File: src/rtl/cbc_pkg.sv
// Package for the cache and bus control register bank
package cbc_pkg;
  // Register byte addresses
  localparam logic [3:0] CBC_CTL_ADDR  = 4'h0;
  localparam logic [3:0] CBC_WAYD_ADDR = 4'h4;
  localparam logic [3:0] CBC_PID_ADDR  = 4'h8;
  // Bit positions, LSB numbering (MSB-first bit k sits at 31-k)
  localparam int CBC_CLK_LSB       = 21;
  localparam int CBC_CLK_W         = 5;
  localparam int CBC_CACHE_OFF_BIT = 20;
  localparam int CBC_BAR_OFF_BIT   = 16;
  localparam int CBC_IO_OFF_BIT    = 15;
  localparam int CBC_XLAT_OFF_BIT  = 14;
  localparam int CBC_STROBE_BIT    = 13;
  localparam int CBC_ICACHE_BIT    = 12;
  localparam int CBC_DCACHE_BIT    = 11;
  localparam int CBC_L2_EN_BIT     = 10;
  localparam int CBC_IPF_BIT       = 7;
  localparam int CBC_DPF_BIT       = 5;
  localparam int CBC_MASK_UPD_BIT  = 4;
  localparam int CBC_TAG_UPD_BIT   = 3;
  localparam int CBC_ICOH_BIT      = 0;
  // Writable bits of the control register
  localparam logic [31:0] CBC_CTL_WMASK = 32'h0011_fcb9;
  localparam logic [31:0] CBC_CTL_RESET = 32'h0000_0000;
  localparam int          CBC_WAYS      = 8;
  localparam logic [7:0]  CBC_WAYD_RESET = 8'h00;
  localparam logic [31:0] CBC_PID_RESET = 32'h0000_0000;
  localparam int          CBC_WAY_LIMIT = 4;
  // AXI responses
  localparam logic [1:0]  CBC_RESP_OKAY   = 2'h0;
  localparam logic [1:0]  CBC_RESP_SLVERR = 2'h2;
  typedef enum logic [1:0] {
    CBC_W_IDLE = 2'h1,
    CBC_W_RESP = 2'h2
  } cbc_wstate_t;
endpackage : cbc_pkg

File: src/rtl/cbc_wr_if.sv
// Write strobe carrier between bus slave and register bank
`timescale 1ns/10ps
interface cbc_wr_if;
  logic        wen;
  logic [3:0]  addr;
  logic [31:0] data;
  logic [3:0]  strb;
  modport src (output wen, output addr, output data, output strb);
  modport dst (input wen, input addr, input data, input strb);
endinterface : cbc_wr_if

File: src/rtl/cbc_way_cell.sv
// One level 2 way disable bit with guarded update
`timescale 1ns/10ps
module cbc_way_cell (
  input  wire logic clk_sys,
  input  wire logic reset,
  input  wire logic load,
  input  wire logic din,
  output logic      q
);
  always_ff @(posedge clk_sys) begin
    if (reset) begin
      q <= 1'b0;
    end else if (load) begin
      q <= din;
    end
  end
endmodule : cbc_way_cell

File: src/rtl/cbc_regs.sv
// Cache and bus control register bank with AXI4-Lite slave
// How it works
// - Clock ratio field loads from config pins at hard reset; writes ignored.
// - Cache op broadcast and snooping run only while off bit is clear.
// - Block-zero kills broadcast regardless of cache broadcast bit.
// - Barriers broadcast unless off bit set; then complete locally.
// - IO ordering instructions broadcast only while off bit clear.
// - Translation ops broadcast unless off bit; sync then completes locally.
// - Strobe pin follows strobe bit; breakpoint may invert one bus cycle.
// - Instruction cache bypassed and unfilled while its enable is clear.
// - Data cache bypassed and unfilled while its enable is clear.
// - Level 2 disabled sends both-miss accesses off chip.
// - Instruction prefetch allowed only while its enable is set.
// - Data prefetch allowed only while its enable is set.
// - Way disable writes accepted only while mask update enable set.
// - Diagnostic block-valid updates allowed only while tag update set.
// - Instruction coherency with stores kept while coherency bit set.
// - Eight way disable bits; set bit removes that way everywhere.
// - Over four ways disabled with level 2 on may raise checks.
// - Processor identifier is 32-bit storage never used by hardware.
`timescale 1ns/10ps
module cbc_regs
  import cbc_pkg::*;
(
  input  wire logic        clk_sys,
  input  wire logic        reset,
  input  wire logic        hard_reset,
  input  wire logic [4:0]  clock_cfg_pins,
  input  wire logic        bus_clk_edge,
  input  wire logic        brk_strobe_invert,
  input  wire logic        blockzero_kill_req,
  input  wire logic        cache_op_req,
  input  wire logic        snoop_in_req,
  input  wire logic        barrier_req,
  input  wire logic        io_order_req,
  input  wire logic        tlb_op_req,
  input  wire logic        tlb_sync_req,
  input  wire logic        diag_use_wr,
  input  wire logic        ifetch_miss,
  input  wire logic        data_miss,
  input  wire logic [31:0] s_axi_awaddr,
  input  wire logic        s_axi_awvalid,
  output logic             s_axi_awready,
  input  wire logic [31:0] s_axi_wdata,
  input  wire logic [3:0]  s_axi_wstrb,
  input  wire logic        s_axi_wvalid,
  output logic             s_axi_wready,
  output logic [1:0]       s_axi_bresp,
  output logic             s_axi_bvalid,
  input  wire logic        s_axi_bready,
  input  wire logic [31:0] s_axi_araddr,
  input  wire logic        s_axi_arvalid,
  output logic             s_axi_arready,
  output logic [31:0]      s_axi_rdata,
  output logic [1:0]       s_axi_rresp,
  output logic             s_axi_rvalid,
  input  wire logic        s_axi_rready,
  output logic             strobe_pin,
  output logic             bus_broadcast_cache_op,
  output logic             bus_broadcast_kill_bz,
  output logic             snoop_respond,
  output logic             bus_broadcast_barrier,
  output logic             barrier_local_done,
  output logic             bus_broadcast_io_order,
  output logic             bus_broadcast_tlb,
  output logic             tlb_sync_local_done,
  output logic             icache_use,
  output logic             icache_fill_allow,
  output logic             dcache_use,
  output logic             dcache_fill_allow,
  output logic             level2_use,
  output logic             instr_prefetch_go,
  output logic             data_prefetch_go,
  output logic             block_valid_wr_allow,
  output logic             instr_coherency_on,
  output logic [7:0]       way_disable,
  output logic             way_check_risk
);
  cbc_wr_if wr ();

  logic [31:0]     ctl_reg;
  logic [4:0]      clock_ratio_reg;
  logic [31:0]     pid_reg;
  logic [31:0]     ctl_view;
  logic [31:0]     ctl_next;
  logic [31:0]     bmask;
  cbc_wstate_t     wstate_reg;
  logic            aw_have_reg;
  logic            w_have_reg;
  logic [3:0]      awaddr_reg;
  logic [31:0]     wdata_reg;
  logic [3:0]      wstrb_reg;
  logic            aw_bad_reg;
  logic [1:0]      bresp_reg;
  logic            strobe_flip_reg;
  logic            way_load;
  logic [3:0]      way_count;

  // Byte lane mask from strobes
  always_comb begin
    for (int i = 0; i < 4; i++) begin
      bmask[i*8 +: 8] = {8{wr.strb[i]}};
    end
  end

  // AXI write path: take address and data in either order
  assign s_axi_awready = (wstate_reg == CBC_W_IDLE) && !aw_have_reg;
  assign s_axi_wready  = (wstate_reg == CBC_W_IDLE) && !w_have_reg;
  assign s_axi_bvalid  = (wstate_reg == CBC_W_RESP);
  assign s_axi_bresp   = bresp_reg;

  always_ff @(posedge clk_sys) begin
    if (reset) begin
      aw_have_reg <= 1'b0;
      awaddr_reg  <= 4'h0;
      aw_bad_reg  <= 1'b0;
    end else if (s_axi_awvalid && s_axi_awready) begin
      aw_have_reg <= 1'b1;
      awaddr_reg  <= s_axi_awaddr[3:0];
      aw_bad_reg  <= (s_axi_awaddr[31:4] != 28'h0) ||
                     (s_axi_awaddr[3:0] != CBC_CTL_ADDR &&
                      s_axi_awaddr[3:0] != CBC_WAYD_ADDR &&
                      s_axi_awaddr[3:0] != CBC_PID_ADDR);
    end else if (wr.wen) begin
      aw_have_reg <= 1'b0;
    end
  end

  always_ff @(posedge clk_sys) begin
    if (reset) begin
      w_have_reg <= 1'b0;
      wdata_reg  <= 32'h0;
      wstrb_reg  <= 4'h0;
    end else if (s_axi_wvalid && s_axi_wready) begin
      w_have_reg <= 1'b1;
      wdata_reg  <= s_axi_wdata;
      wstrb_reg  <= s_axi_wstrb;
    end else if (wr.wen) begin
      w_have_reg <= 1'b0;
    end
  end

  assign wr.wen  = (wstate_reg == CBC_W_IDLE) && aw_have_reg && w_have_reg;
  assign wr.addr = aw_bad_reg ? 4'hf : awaddr_reg;
  assign wr.data = wdata_reg;
  assign wr.strb = wstrb_reg;

  always_ff @(posedge clk_sys) begin
    if (reset) begin
      wstate_reg <= CBC_W_IDLE;
      bresp_reg  <= CBC_RESP_OKAY;
    end else begin
      case (wstate_reg)
        CBC_W_IDLE: begin
          if (wr.wen) begin
            wstate_reg <= CBC_W_RESP;
            bresp_reg  <= aw_bad_reg ? CBC_RESP_SLVERR : CBC_RESP_OKAY;
          end
        end
        CBC_W_RESP: begin
          if (s_axi_bready) begin
            wstate_reg <= CBC_W_IDLE;
          end
        end
        default: wstate_reg <= CBC_W_IDLE;
      endcase
    end
  end

  // Control register: only defined bits store
  assign ctl_next = (ctl_reg & ~(bmask & CBC_CTL_WMASK)) |
                    (wr.data & bmask & CBC_CTL_WMASK);

  always_ff @(posedge clk_sys) begin
    if (reset) begin
      ctl_reg <= CBC_CTL_RESET;
    end else if (wr.wen && wr.addr == CBC_CTL_ADDR) begin
      ctl_reg <= ctl_next;
    end
  end

  // Clock ratio captured from pins on hard reset only
  always_ff @(posedge clk_sys) begin
    if (hard_reset) begin
      clock_ratio_reg <= clock_cfg_pins;
    end
  end

  always_comb begin
    ctl_view = ctl_reg;
    ctl_view[CBC_CLK_LSB +: CBC_CLK_W] = clock_ratio_reg;
  end

  // Way disable bits, guarded by mask update enable
  assign way_load = wr.wen && wr.addr == CBC_WAYD_ADDR && wr.strb[0] &&
                    ctl_reg[CBC_MASK_UPD_BIT];

  genvar g;
  generate
    for (g = 0; g < CBC_WAYS; g++) begin : g_way
      cbc_way_cell u_cell (
        .clk_sys (clk_sys),
        .reset   (reset),
        .load    (way_load),
        .din     (wr.data[g]),
        .q       (way_disable[g])
      );
    end
  endgenerate

  always_ff @(posedge clk_sys) begin
    if (reset) begin
      pid_reg <= CBC_PID_RESET;
    end else if (wr.wen && wr.addr == CBC_PID_ADDR) begin
      pid_reg <= (pid_reg & ~bmask) | (wr.data & bmask);
    end
  end

  // AXI read path, one outstanding read
  assign s_axi_arready = !s_axi_rvalid;

  always_ff @(posedge clk_sys) begin
    if (reset) begin
      s_axi_rvalid <= 1'b0;
      s_axi_rdata  <= 32'h0;
      s_axi_rresp  <= CBC_RESP_OKAY;
    end else if (s_axi_arvalid && s_axi_arready) begin
      s_axi_rvalid <= 1'b1;
      s_axi_rresp  <= CBC_RESP_OKAY;
      if (s_axi_araddr[31:4] != 28'h0) begin
        s_axi_rdata <= 32'h0;
        s_axi_rresp <= CBC_RESP_SLVERR;
      end else if (s_axi_araddr[3:0] == CBC_CTL_ADDR) begin
        s_axi_rdata <= ctl_view;
      end else if (s_axi_araddr[3:0] == CBC_WAYD_ADDR) begin
        s_axi_rdata <= {24'h0, way_disable};
      end else if (s_axi_araddr[3:0] == CBC_PID_ADDR) begin
        s_axi_rdata <= pid_reg;
      end else begin
        s_axi_rdata <= 32'h0;
        s_axi_rresp <= CBC_RESP_SLVERR;
      end
    end else if (s_axi_rready) begin
      s_axi_rvalid <= 1'b0;
    end
  end

  // Strobe pin with one bus cycle breakpoint inversion
  always_ff @(posedge clk_sys) begin
    if (reset) begin
      strobe_flip_reg <= 1'b0;
    end else if (brk_strobe_invert) begin
      strobe_flip_reg <= 1'b1;
    end else if (bus_clk_edge) begin
      strobe_flip_reg <= 1'b0;
    end
  end

  always_ff @(posedge clk_sys) begin
    if (reset) begin
      strobe_pin <= 1'b0;
    end else begin
      strobe_pin <= ctl_reg[CBC_STROBE_BIT] ^ strobe_flip_reg;
    end
  end

  // Steering of broadcast and cache machinery
  assign bus_broadcast_cache_op = cache_op_req &&
                                  !ctl_reg[CBC_CACHE_OFF_BIT];
  assign snoop_respond          = snoop_in_req &&
                                  !ctl_reg[CBC_CACHE_OFF_BIT];
  assign bus_broadcast_kill_bz  = blockzero_kill_req;
  assign bus_broadcast_barrier  = barrier_req &&
                                  !ctl_reg[CBC_BAR_OFF_BIT];
  assign barrier_local_done     = barrier_req &&
                                  ctl_reg[CBC_BAR_OFF_BIT];
  assign bus_broadcast_io_order = io_order_req &&
                                  !ctl_reg[CBC_IO_OFF_BIT];
  assign bus_broadcast_tlb      = (tlb_op_req || tlb_sync_req) &&
                                  !ctl_reg[CBC_XLAT_OFF_BIT];
  assign tlb_sync_local_done    = tlb_sync_req &&
                                  ctl_reg[CBC_XLAT_OFF_BIT];
  assign icache_use             = ctl_reg[CBC_ICACHE_BIT];
  assign icache_fill_allow      = ctl_reg[CBC_ICACHE_BIT];
  assign dcache_use             = ctl_reg[CBC_DCACHE_BIT];
  assign dcache_fill_allow      = ctl_reg[CBC_DCACHE_BIT];
  assign level2_use             = ctl_reg[CBC_L2_EN_BIT];
  assign instr_prefetch_go      = ifetch_miss && ctl_reg[CBC_L2_EN_BIT] &&
                                  ctl_reg[CBC_IPF_BIT];
  assign data_prefetch_go       = data_miss && ctl_reg[CBC_L2_EN_BIT] &&
                                  ctl_reg[CBC_DPF_BIT];
  assign block_valid_wr_allow   = diag_use_wr &&
                                  ctl_reg[CBC_TAG_UPD_BIT];
  assign instr_coherency_on     = ctl_reg[CBC_ICOH_BIT];

  always_comb begin
    way_count = 4'h0;
    for (int i = 0; i < CBC_WAYS; i++) begin
      way_count = way_count + {3'h0, way_disable[i]};
    end
  end

  assign way_check_risk = ctl_reg[CBC_L2_EN_BIT] &&
                          (way_count > 4'(CBC_WAY_LIMIT));

  // Checks
  way_guard_a: assert property (
    @(posedge clk_sys) disable iff (reset)
    !ctl_reg[CBC_MASK_UPD_BIT] |=> $stable(way_disable))
    else $error("way disable changed while update locked");
  clk_ratio_a: assert property (
    @(posedge clk_sys) disable iff (reset)
    !hard_reset |=> $stable(ctl_view[CBC_CLK_LSB +: CBC_CLK_W]))
    else $error("clock ratio changed without hard reset");
  strobe_copy_a: assert property (
    @(posedge clk_sys) disable iff (reset)
    !strobe_flip_reg |=> strobe_pin == $past(ctl_reg[CBC_STROBE_BIT]))
    else $error("strobe pin does not follow strobe bit");
  bc_gate_a: assert property (
    @(posedge clk_sys) disable iff (reset)
    ctl_reg[CBC_CACHE_OFF_BIT] |-> !bus_broadcast_cache_op && !snoop_respond)
    else $error("cache op broadcast while off");
  bz_kill_a: assert property (
    @(posedge clk_sys) disable iff (reset)
    blockzero_kill_req |-> bus_broadcast_kill_bz)
    else $error("block zero kill suppressed");
  sync_local_a: assert property (
    @(posedge clk_sys) disable iff (reset)
    barrier_req |-> (bus_broadcast_barrier != barrier_local_done))
    else $error("barrier both or neither broadcast and local");
  tlb_gate_a: assert property (
    @(posedge clk_sys) disable iff (reset)
    ctl_reg[CBC_XLAT_OFF_BIT] |-> !bus_broadcast_tlb)
    else $error("translation op broadcast while off");
  io_gate_a: assert property (
    @(posedge clk_sys) disable iff (reset)
    ctl_reg[CBC_IO_OFF_BIT] |-> !bus_broadcast_io_order)
    else $error("io ordering broadcast while off");
  resv_zero_a: assert property (
    @(posedge clk_sys) disable iff (reset)
    (ctl_reg & ~CBC_CTL_WMASK) == 32'h0)
    else $error("reserved control bits stored");
  pf_gate_a: assert property (
    @(posedge clk_sys) disable iff (reset)
    (instr_prefetch_go |-> ctl_reg[CBC_IPF_BIT]) and
    (data_prefetch_go |-> ctl_reg[CBC_DPF_BIT]))
    else $error("prefetch without enable");
endmodule : cbc_regs

File: config.mk
export PLATFORM = sky130hd
export DESIGN_NAME = cbc_regs
export DESIGN_NICKNAME = d
export VERILOG_FILES = /design/src/rtl/cbc_pkg.sv /design/src/rtl/cbc_wr_if.sv /design/src/rtl/cbc_way_cell.sv /design/src/rtl/cbc_regs.sv
export SDC_FILE = /design/constraint.sdc
export NUM_CORES = 1
export LEC_CHECK = 0
export BUFFER_PORTS_ARGS = -buffer_cell sky130_fd_sc_hd__buf_2
export CAP_MARGIN = 5
export CORE_MARGIN = 2
export CORE_UTILIZATION = 50
export DETAILED_ROUTE_END_ITERATION = 7
export PLACE_DENSITY = 0.84
export SLEW_MARGIN = 15
export SYNTH_ARGS = -nofsm -noshare
export SYNTH_HDL_FRONTEND = slang
export SYNTH_SLANG_ARGS = --single-unit
File: constraint.sdc
create_clock -name clk_sys -period 4.4 [get_ports clk_sys]
set_input_delay 0.88 -clock clk_sys [delete_from_list [all_inputs] [get_ports clk_sys]]
set_output_delay 0.88 -clock clk_sys [all_outputs]
set_load 0.02 [all_outputs]
==> results of run 1 <==
## worst reg2reg max path, cell delays in order (launching register included)
cell and delay, ns:
dfxtp_1 0.46, and4b_1 0.62, and3_1 0.60, mux2i_1 0.25, nor2_1 0.06
## cell usage in the layout, fill, tap and decap left out, types with 2 or more instances in the layout
cell       count
inv_6          2
edfxtp_1       5
mux2i_1       63
nor2b_1       12
fa_1           4
nand4_1        7
nor2_2         2
nand4_2        6
o21ai_0       13
a21oi_1       47
buf_2        186
inv_8          8
clkinv_4       3
o31ai_1        5
and4b_1        2
o21ai_1        2
dfxtp_1      132
nand2b_1       2
o41ai_2        4
nand2_1       97
dfxtp_2        3
nor2_1        75
conb_1         2
and3_1         3
buf_4         10
a32o_1        11
clkbuf_16     17
ha_1           2
and2_1         3
nor4_1        13
a22oi_1       15
a211oi_1       3
inv_1         14
nor3b_2        3
## power breakdown
group | internal, W | switching, W | total, W | leakage (nW)
sequential | 0.00131 | 0.0000261 | 0.00134 | 1.15
clock | 0.000815 | 0.000610 | 0.00142 | 0.294
combinational | 0.0000840 | 0.000126 | 0.000210 | 2.01
## synthesized netlist by cell type, types with 2 or more instances
cell type	n	area, sq um
nor2_1	77	289
nand2_1	97	364
inv_1	15	56.3
nand2b_1	2	12.5
nor4_1	13	81.3
mux2i_1	63	631
and4b_1	2	20.0
a21oi_1	47	235
fa_1	4	80.1
a211oi_1	3	22.5
and3_1	3	18.8
and2_1	3	18.8
clkbuf_1	18	67.6
a32o_1	11	110
buf_4	17	128
nand4_1	7	43.8
nor2b_1	12	75.1
ha_1	3	37.5
o21ai_0	14	70.1
o31ai_1	5	37.5
edfxtp_1	5	150
buf_2	8	40.0
dfxtp_1	135	2700
nor3b_2	3	37.5
a22oi_1	15	113
nand4_2	6	75.1
o41ai_2	4	65.1
## worst max path at each step
stage,start,to,slack (ns),cells past startpoint
finish,g_way[3].u_cell.q$_SDFFE_PP0P_,way_check_risk,0.01,12
global route,g_way[3].u_cell.q$_SDFFE_PP0P_,way_check_risk,-0.11,12
CTS,g_way[3].u_cell.q$_SDFFE_PP0P_,way_check_risk,-0.06,12
detailed placement,g_way[0].u_cell.q$_SDFFE_PP0P_,way_check_risk,0.26,12
global placement,g_way[0].u_cell.q$_SDFFE_PP0P_,way_check_risk,0.33,12
floorplan,g_way[0].u_cell.q$_SDFFE_PP0P_,way_check_risk,0.32,11
## layer usage
layer	vias to the layer above	track usage
met5	-	0
met1	2272	0.290
met4	0	0.0825
met3	18	0.0618
met2	198	0.389
li1	2433	-
## metrics by stage
| stage | hold WS (ns) | power (W) | utilization | setup TNS [ns] | worst slack, ns |
|---|---|---|---|---|---|
| after floorplan | 0.436 | 0.00148 | - | 0 | 0.321 |
| after global placement | 0.434 | 0.00157 | 0.588 | 0 | 0.330 |
| after detailed placement | 0.433 | 0.00158 | 0.588 | 0 | 0.258 |
| after CTS | 0.453 | 0.00300 | 0.644 | -0.0582 | -0.0582 |
| after global routing | 0.463 | 0.00308 | 0.645 | -0.107 | -0.107 |
| final | 0.450 | 0.00297 | 0.645 | 0 | 0.0113 |
## logic make-up after synthesis
kind of cell / count (synthesis) / synth area share
simple gates: 234 / 0.197
flops: 140 / 0.499
compound gates: 101 / 0.116
mux: 63 / 0.110
buf+inv: 61 / 0.0545
fa+ha+maj: 7 / 0.0206
other cells: 1 / 0.000656
xor+xnor: 1 / 0.00153
## final cells by class
type | instances | area [sq um]
clock inverters | 15 | 171
fillers | 932 | 4000
repair buffers | 196 | 1010
clock buffers | 17 | 425
inverters | 15 | 56.3
well taps | 143 | 179
multi-input cells | 408 | 2570
flip-flops and latches | 140 | 2860
## what timing repair did
action,in CTS,in global routing
gates resized for setup,7,2
endpoints found under the setup margin,1,1
pin swaps,5,4
buffers inserted,3,1
==> impl_metrics.env, run 1 <==
export IMPL_holdPathEnd="s_axi_rdata[11]$_SDFFE_PP0P_"
export IMPL_grt_pass1_vias=4725
export IMPL_area_growth_pct=27.2
export IMPL_insertion_delay_ns=0.41
export IMPL_cts_tree="yes"
export IMPL_fp_dieH_microns=111
export IMPL_worstPathCellList="inv_2 -> fa_1 -> fa_1 -> fa_1 -> inv_1 -> ha_2 -> fa_1 -> nor2_2 -> o21ai_1 -> a21oi_1 -> nor2b_1 -> buf_4"
export IMPL_place_inst=898
export IMPL_crit_family="adder cells"
export IMPL_drt_wirelength_per_cell_microns=15.1
export IMPL_routed_wl_microns=14100
export IMPL_synthCells=608
export IMPL_ys_flop_type="dfxtp_1"
export IMPL_place_area_sq_um=6630
export IMPL_period_share=0.997
export IMPL_drv_slew=0
export IMPL_crit_buf_inv=3
export IMPL_antenna_found_initial=0
export IMPL_io_buffers=188
export IMPL_cts_path_max_buffers=2
export IMPL_synth_edf_count=5
export IMPL_cts_htree_levels=4
export IMPL_viasPerCell=5.27
export IMPL_vias=4921
export IMPL_synthArstFlopShare=0
export IMPL_r2r_start="w_have_reg$_SDFFE_PP0P_"
export IMPL_drtAntennaViolNets=0
export IMPL_wl_met1_microns=5980
export IMPL_p_leak_nw=3.45
export IMPL_overflow=0
export IMPL_core_area_sq_um=11300
export IMPL_syn_avg_cell_area_sq_um=9.40
export IMPL_clkTransAtPathRegs_ns=0.06
export IMPL_ys_seq_area_frac=0.499
export IMPL_layoutNonFillerInstCount=934
export IMPL_nNetsFinal=910
export IMPL_die_x_microns=111
export IMPL_drt_iter0_markers=248
export IMPL_worstSetupStartpointType="flop"
export IMPL_ios=193
export IMPL_grt_max_degree=60
export IMPL_worstPathRequired_ns=3.52
export IMPL_first_pass_iters=5
export IMPL_min_period_ns=4.39
export IMPL_maxUsedRoutingLayer="met4"
export IMPL_ys_ff_latch=140
export IMPL_cts_made_buffers=17
export IMPL_max_cap_violations=0
export IMPL_holdPathStages=2
export IMPL_r2r_end="g_way[7].u_cell.q$_SDFFE_PP0P_"
export IMPL_outcome="completed"
export IMPL_drc=0
export IMPL_endpoint_kind="output port"
export IMPL_ir_drop_mv=0.272
export IMPL_die_area_sq_um=12300
export IMPL_clock_sinks=140
export IMPL_cpMaxStageDelayCell="fa_1"
export IMPL_globalRouteTotalUtil=0.233
export IMPL_num_antenna_cells=0
export IMPL_ys_types=43
export IMPL_wl_met2_microns=6840
export IMPL_final_area_sq_um=7270
export IMPL_worstPathMaxFanout=2
export IMPL_skew_ns=0.00925
export IMPL_timing_fmax_ghz=0.228
export IMPL_finalSetupViolCount=0
export IMPL_cpMostUsedCell="fa_1"
export IMPL_hp_start="s_axi_rdata[11]$_SDFFE_PP0P_"
export IMPL_hold_viol_final=0
export IMPL_drive_above_1_share=0.320
export IMPL_worst_pin_slew_ns=0.985
export IMPL_cpPeakStageDelay_ns=0.55
export IMPL_ctsHoldBuffers=0
export IMPL_hpwl_microns=10100
export IMPL_hold_path_class="reg2reg"
export IMPL_arrival_ns=3.51
export IMPL_place_congestion=0.802
export IMPL_cts_root_buf="clkbuf_16"
export IMPL_synth_warnings=0
export IMPL_criticalPathCategory="reg2out"
export IMPL_power_density_nw_per_um2=409
export IMPL_grt_pass1_wl_microns=22900
export IMPL_rows=39
export IMPL_rsz0062_at_grt="true"
export IMPL_met3_length_microns=986
export IMPL_relSlewSlack=0.338
export IMPL_rr_worst_depth=4
export IMPL_ff2ff_setup_slack_ns=2.28
export IMPL_start_util=0.507
export IMPL_synth_area_sq_um=5720
(Power assumes the default switching activity.)
==> run 2, diff against run 1 <==
- RECOVER_POWER: unset -> 100
==> run 2 against run 1 <==
The flow now finishes with violations (max-capacitance violations, max-slew violations); clock-buffer cell count did not move; hold slack improved by 0.0042 ns; critical path type unchanged; critical path depth did not move; die area did not move; global-route usage did not move; sequential power barely moved; setup slack got worse by 0.0042 ns; power barely moved; core utilization fell by 1.1 points; critical endpoint unchanged.
==> impl_metrics.env, run 2 (synthesized netlist as in run 1, its figures left out) <==
export IMPL_clkPwrFrac=0.481
export IMPL_seq_power_share=0.450
export IMPL_globalRouteTotalUtil=0.233
export IMPL_endpoint_kind="output port"
export IMPL_viasPerCell=5.23
export IMPL_cts_htree_levels=4
export IMPL_ios=193
export IMPL_worstPathMaxFanout=2
export IMPL_area_growth_pct=25.0
export IMPL_drc=0
export IMPL_cpPeakStageDelay_ns=0.55
export IMPL_p_total_w=0.00297
export IMPL_vias=4882
export IMPL_grt_pass1_wl_microns=22900
export IMPL_clock_sinks=140
export IMPL_min_period_ns=4.39
export IMPL_first_pass_iters=4
export IMPL_arrival_ns=3.51
export IMPL_worstPathCellList="inv_2 -> fa_1 -> fa_1 -> fa_1 -> inv_1 -> ha_2 -> fa_1 -> nor2_2 -> o21ai_1 -> a21oi_1 -> nor2b_1 -> buf_4"
export IMPL_layout_commonest_cell="dfxtp_1"
export IMPL_drtAntennaViolNets=0
export IMPL_p_leak_nw=3.16
export IMPL_rsz0062_at_grt="true"
export IMPL_whs_ns=0.454
export IMPL_maxUsedRoutingLayer="met4"
export IMPL_hold_viol_final=0
export IMPL_met3_length_microns=815
export IMPL_wl_met2_microns=6920
export IMPL_max_cap_violations=1
export IMPL_ir_drop_mv=0.272
export IMPL_num_antenna_cells=0
export IMPL_cts_made_buffers=17
export IMPL_finalSetupViolCount=0
export IMPL_fill_cells=969
export IMPL_p_int_w=0.00221
export IMPL_drv_slew=46
export IMPL_power_density_nw_per_um2=416
export IMPL_period_share=0.998
export IMPL_worst_pin_slew_ns=1.91
export IMPL_io_buffers=188
export IMPL_place_congestion=0.802
export IMPL_place_area_sq_um=6630
export IMPL_grt_pass1_vias=4725
export IMPL_routed_wl_microns=14300
export IMPL_hpwl_microns=10100
export IMPL_relSlewSlack=-0.274
export IMPL_cpMostUsedCell="fa_1"
export IMPL_grt_max_degree=60
export IMPL_rows=39
export IMPL_cts_path_max_buffers=2
export IMPL_final_area_sq_um=7150
export IMPL_clkTransAtPathRegs_ns=0.07
export IMPL_criticalPathCategory="reg2out"
export IMPL_skew_ns=0.00992
export IMPL_hold_path_class="reg2reg"
export IMPL_fp_dieH_microns=111
export IMPL_drt_iter0_markers=266
export IMPL_overflow=0
export IMPL_violations="max-capacitance violations, max-slew violations"
export IMPL_wl_met1_microns=6260
export IMPL_final_cell_mix="dfxtp_1, buf_2, nand2_1"
export IMPL_cts_root_buf="clkbuf_16"
export IMPL_worstSetupStartpointType="flop"
export IMPL_antenna_found_initial=0
export IMPL_p_sw_frac=0.258
export IMPL_die_area_sq_um=12300
export IMPL_cts_tree="yes"
export IMPL_outcome="complete, but fails checks"
export IMPL_drt_wirelength_per_cell_microns=15.3
export IMPL_drive_above_1_share=0.231
export IMPL_worstPathRequired_ns=3.52
export IMPL_nNetsFinal=910
export IMPL_insertion_delay_ns=0.41
export IMPL_core_area_sq_um=11300
export IMPL_timing_fmax_ghz=0.228
export IMPL_ctsHoldBuffers=0
export IMPL_setup_tns_ns=0
export IMPL_pwr_share_comb=0.070
export IMPL_cpMaxStageDelayCell="fa_1"
export IMPL_power_switching_w=0.000766
export IMPL_start_util=0.507
export IMPL_die_x_microns=111
==> run 2: critical path: cells and delay by family (launching register included) <==
family	cells	cell delay, ns
adder cells (fa/ha/maj)	5	2.17
flip-flops	1	0.33
buffers and inverters	3	0.23
AO/OA/AOI/OAI	2	0.21
AND/OR/NAND/NOR	2	0.16
==> run 2: worst paths after layout <==
kind                                   from                          to  slack, ns  cells after the start
min              wdata_reg[27]$_SDFFE_PP0P_  wdata_reg[27]$_SDFFE_PP0P_       0.45                      2
min reg2reg      wdata_reg[27]$_SDFFE_PP0P_  wdata_reg[27]$_SDFFE_PP0P_       0.45                      2
max          g_way[3].u_cell.q$_SDFFE_PP0P_              way_check_risk      0.007                     12
max reg2reg         w_have_reg$_SDFFE_PP0P_                        flop       2.04                      4
==> run 2: repair_timing <==
item	4_1_cts	5_1_grt
gates resized for setup	7	2
endpoints found under the setup margin	1	1
endpoints found under the hold margin	0	0
pin swaps	5	4
buffers inserted	3	1
==> run 2: power by group through the flow <==
| stage | registers (W) | logic, W | clock network, W |
|---|---|---|---|
| after floorplan | 0.00136 | 0.000120 | 0 |
| after global placement | 0.00136 | 0.000207 | 0 |
| after detailed placement | 0.00136 | 0.000211 | 0 |
| after CTS | 0.00134 | 0.000212 | 0.00145 |
| after global routing | 0.00134 | 0.000229 | 0.00151 |
| final | 0.00134 | 0.000207 | 0.00143 |
==> run 2: layer usage <==
layer	vias up	global-route usage
li1	2430	-
met1	2260	0.290
met5	-	0
met2	176	0.389
met4	0	0.0825
met3	16	0.0618
==> run 2: cell type report <==
class	count	area [sq um]	share of cell area
Clock buffer	17	425	0.0595
Clock inverter	15	171	0.0240
Inverter	15	56.3	0.00788
Multi-Input combinational cell	408	2540	0.356
Sequential cell	140	2860	0.400
Tap cell	143	179	0.0250
Timing Repair Buffer	196	917	0.128
==> run 2: per-stage QoR <==
stage                     cells  setup slack (ns)   util
after floorplan             609             0.321      -
after global placement      898             0.330  0.588
after detailed placement    898             0.258  0.588
after CTS                   933           -0.0582  0.644
after global routing        934            -0.107  0.634
final                       934           0.00709  0.634
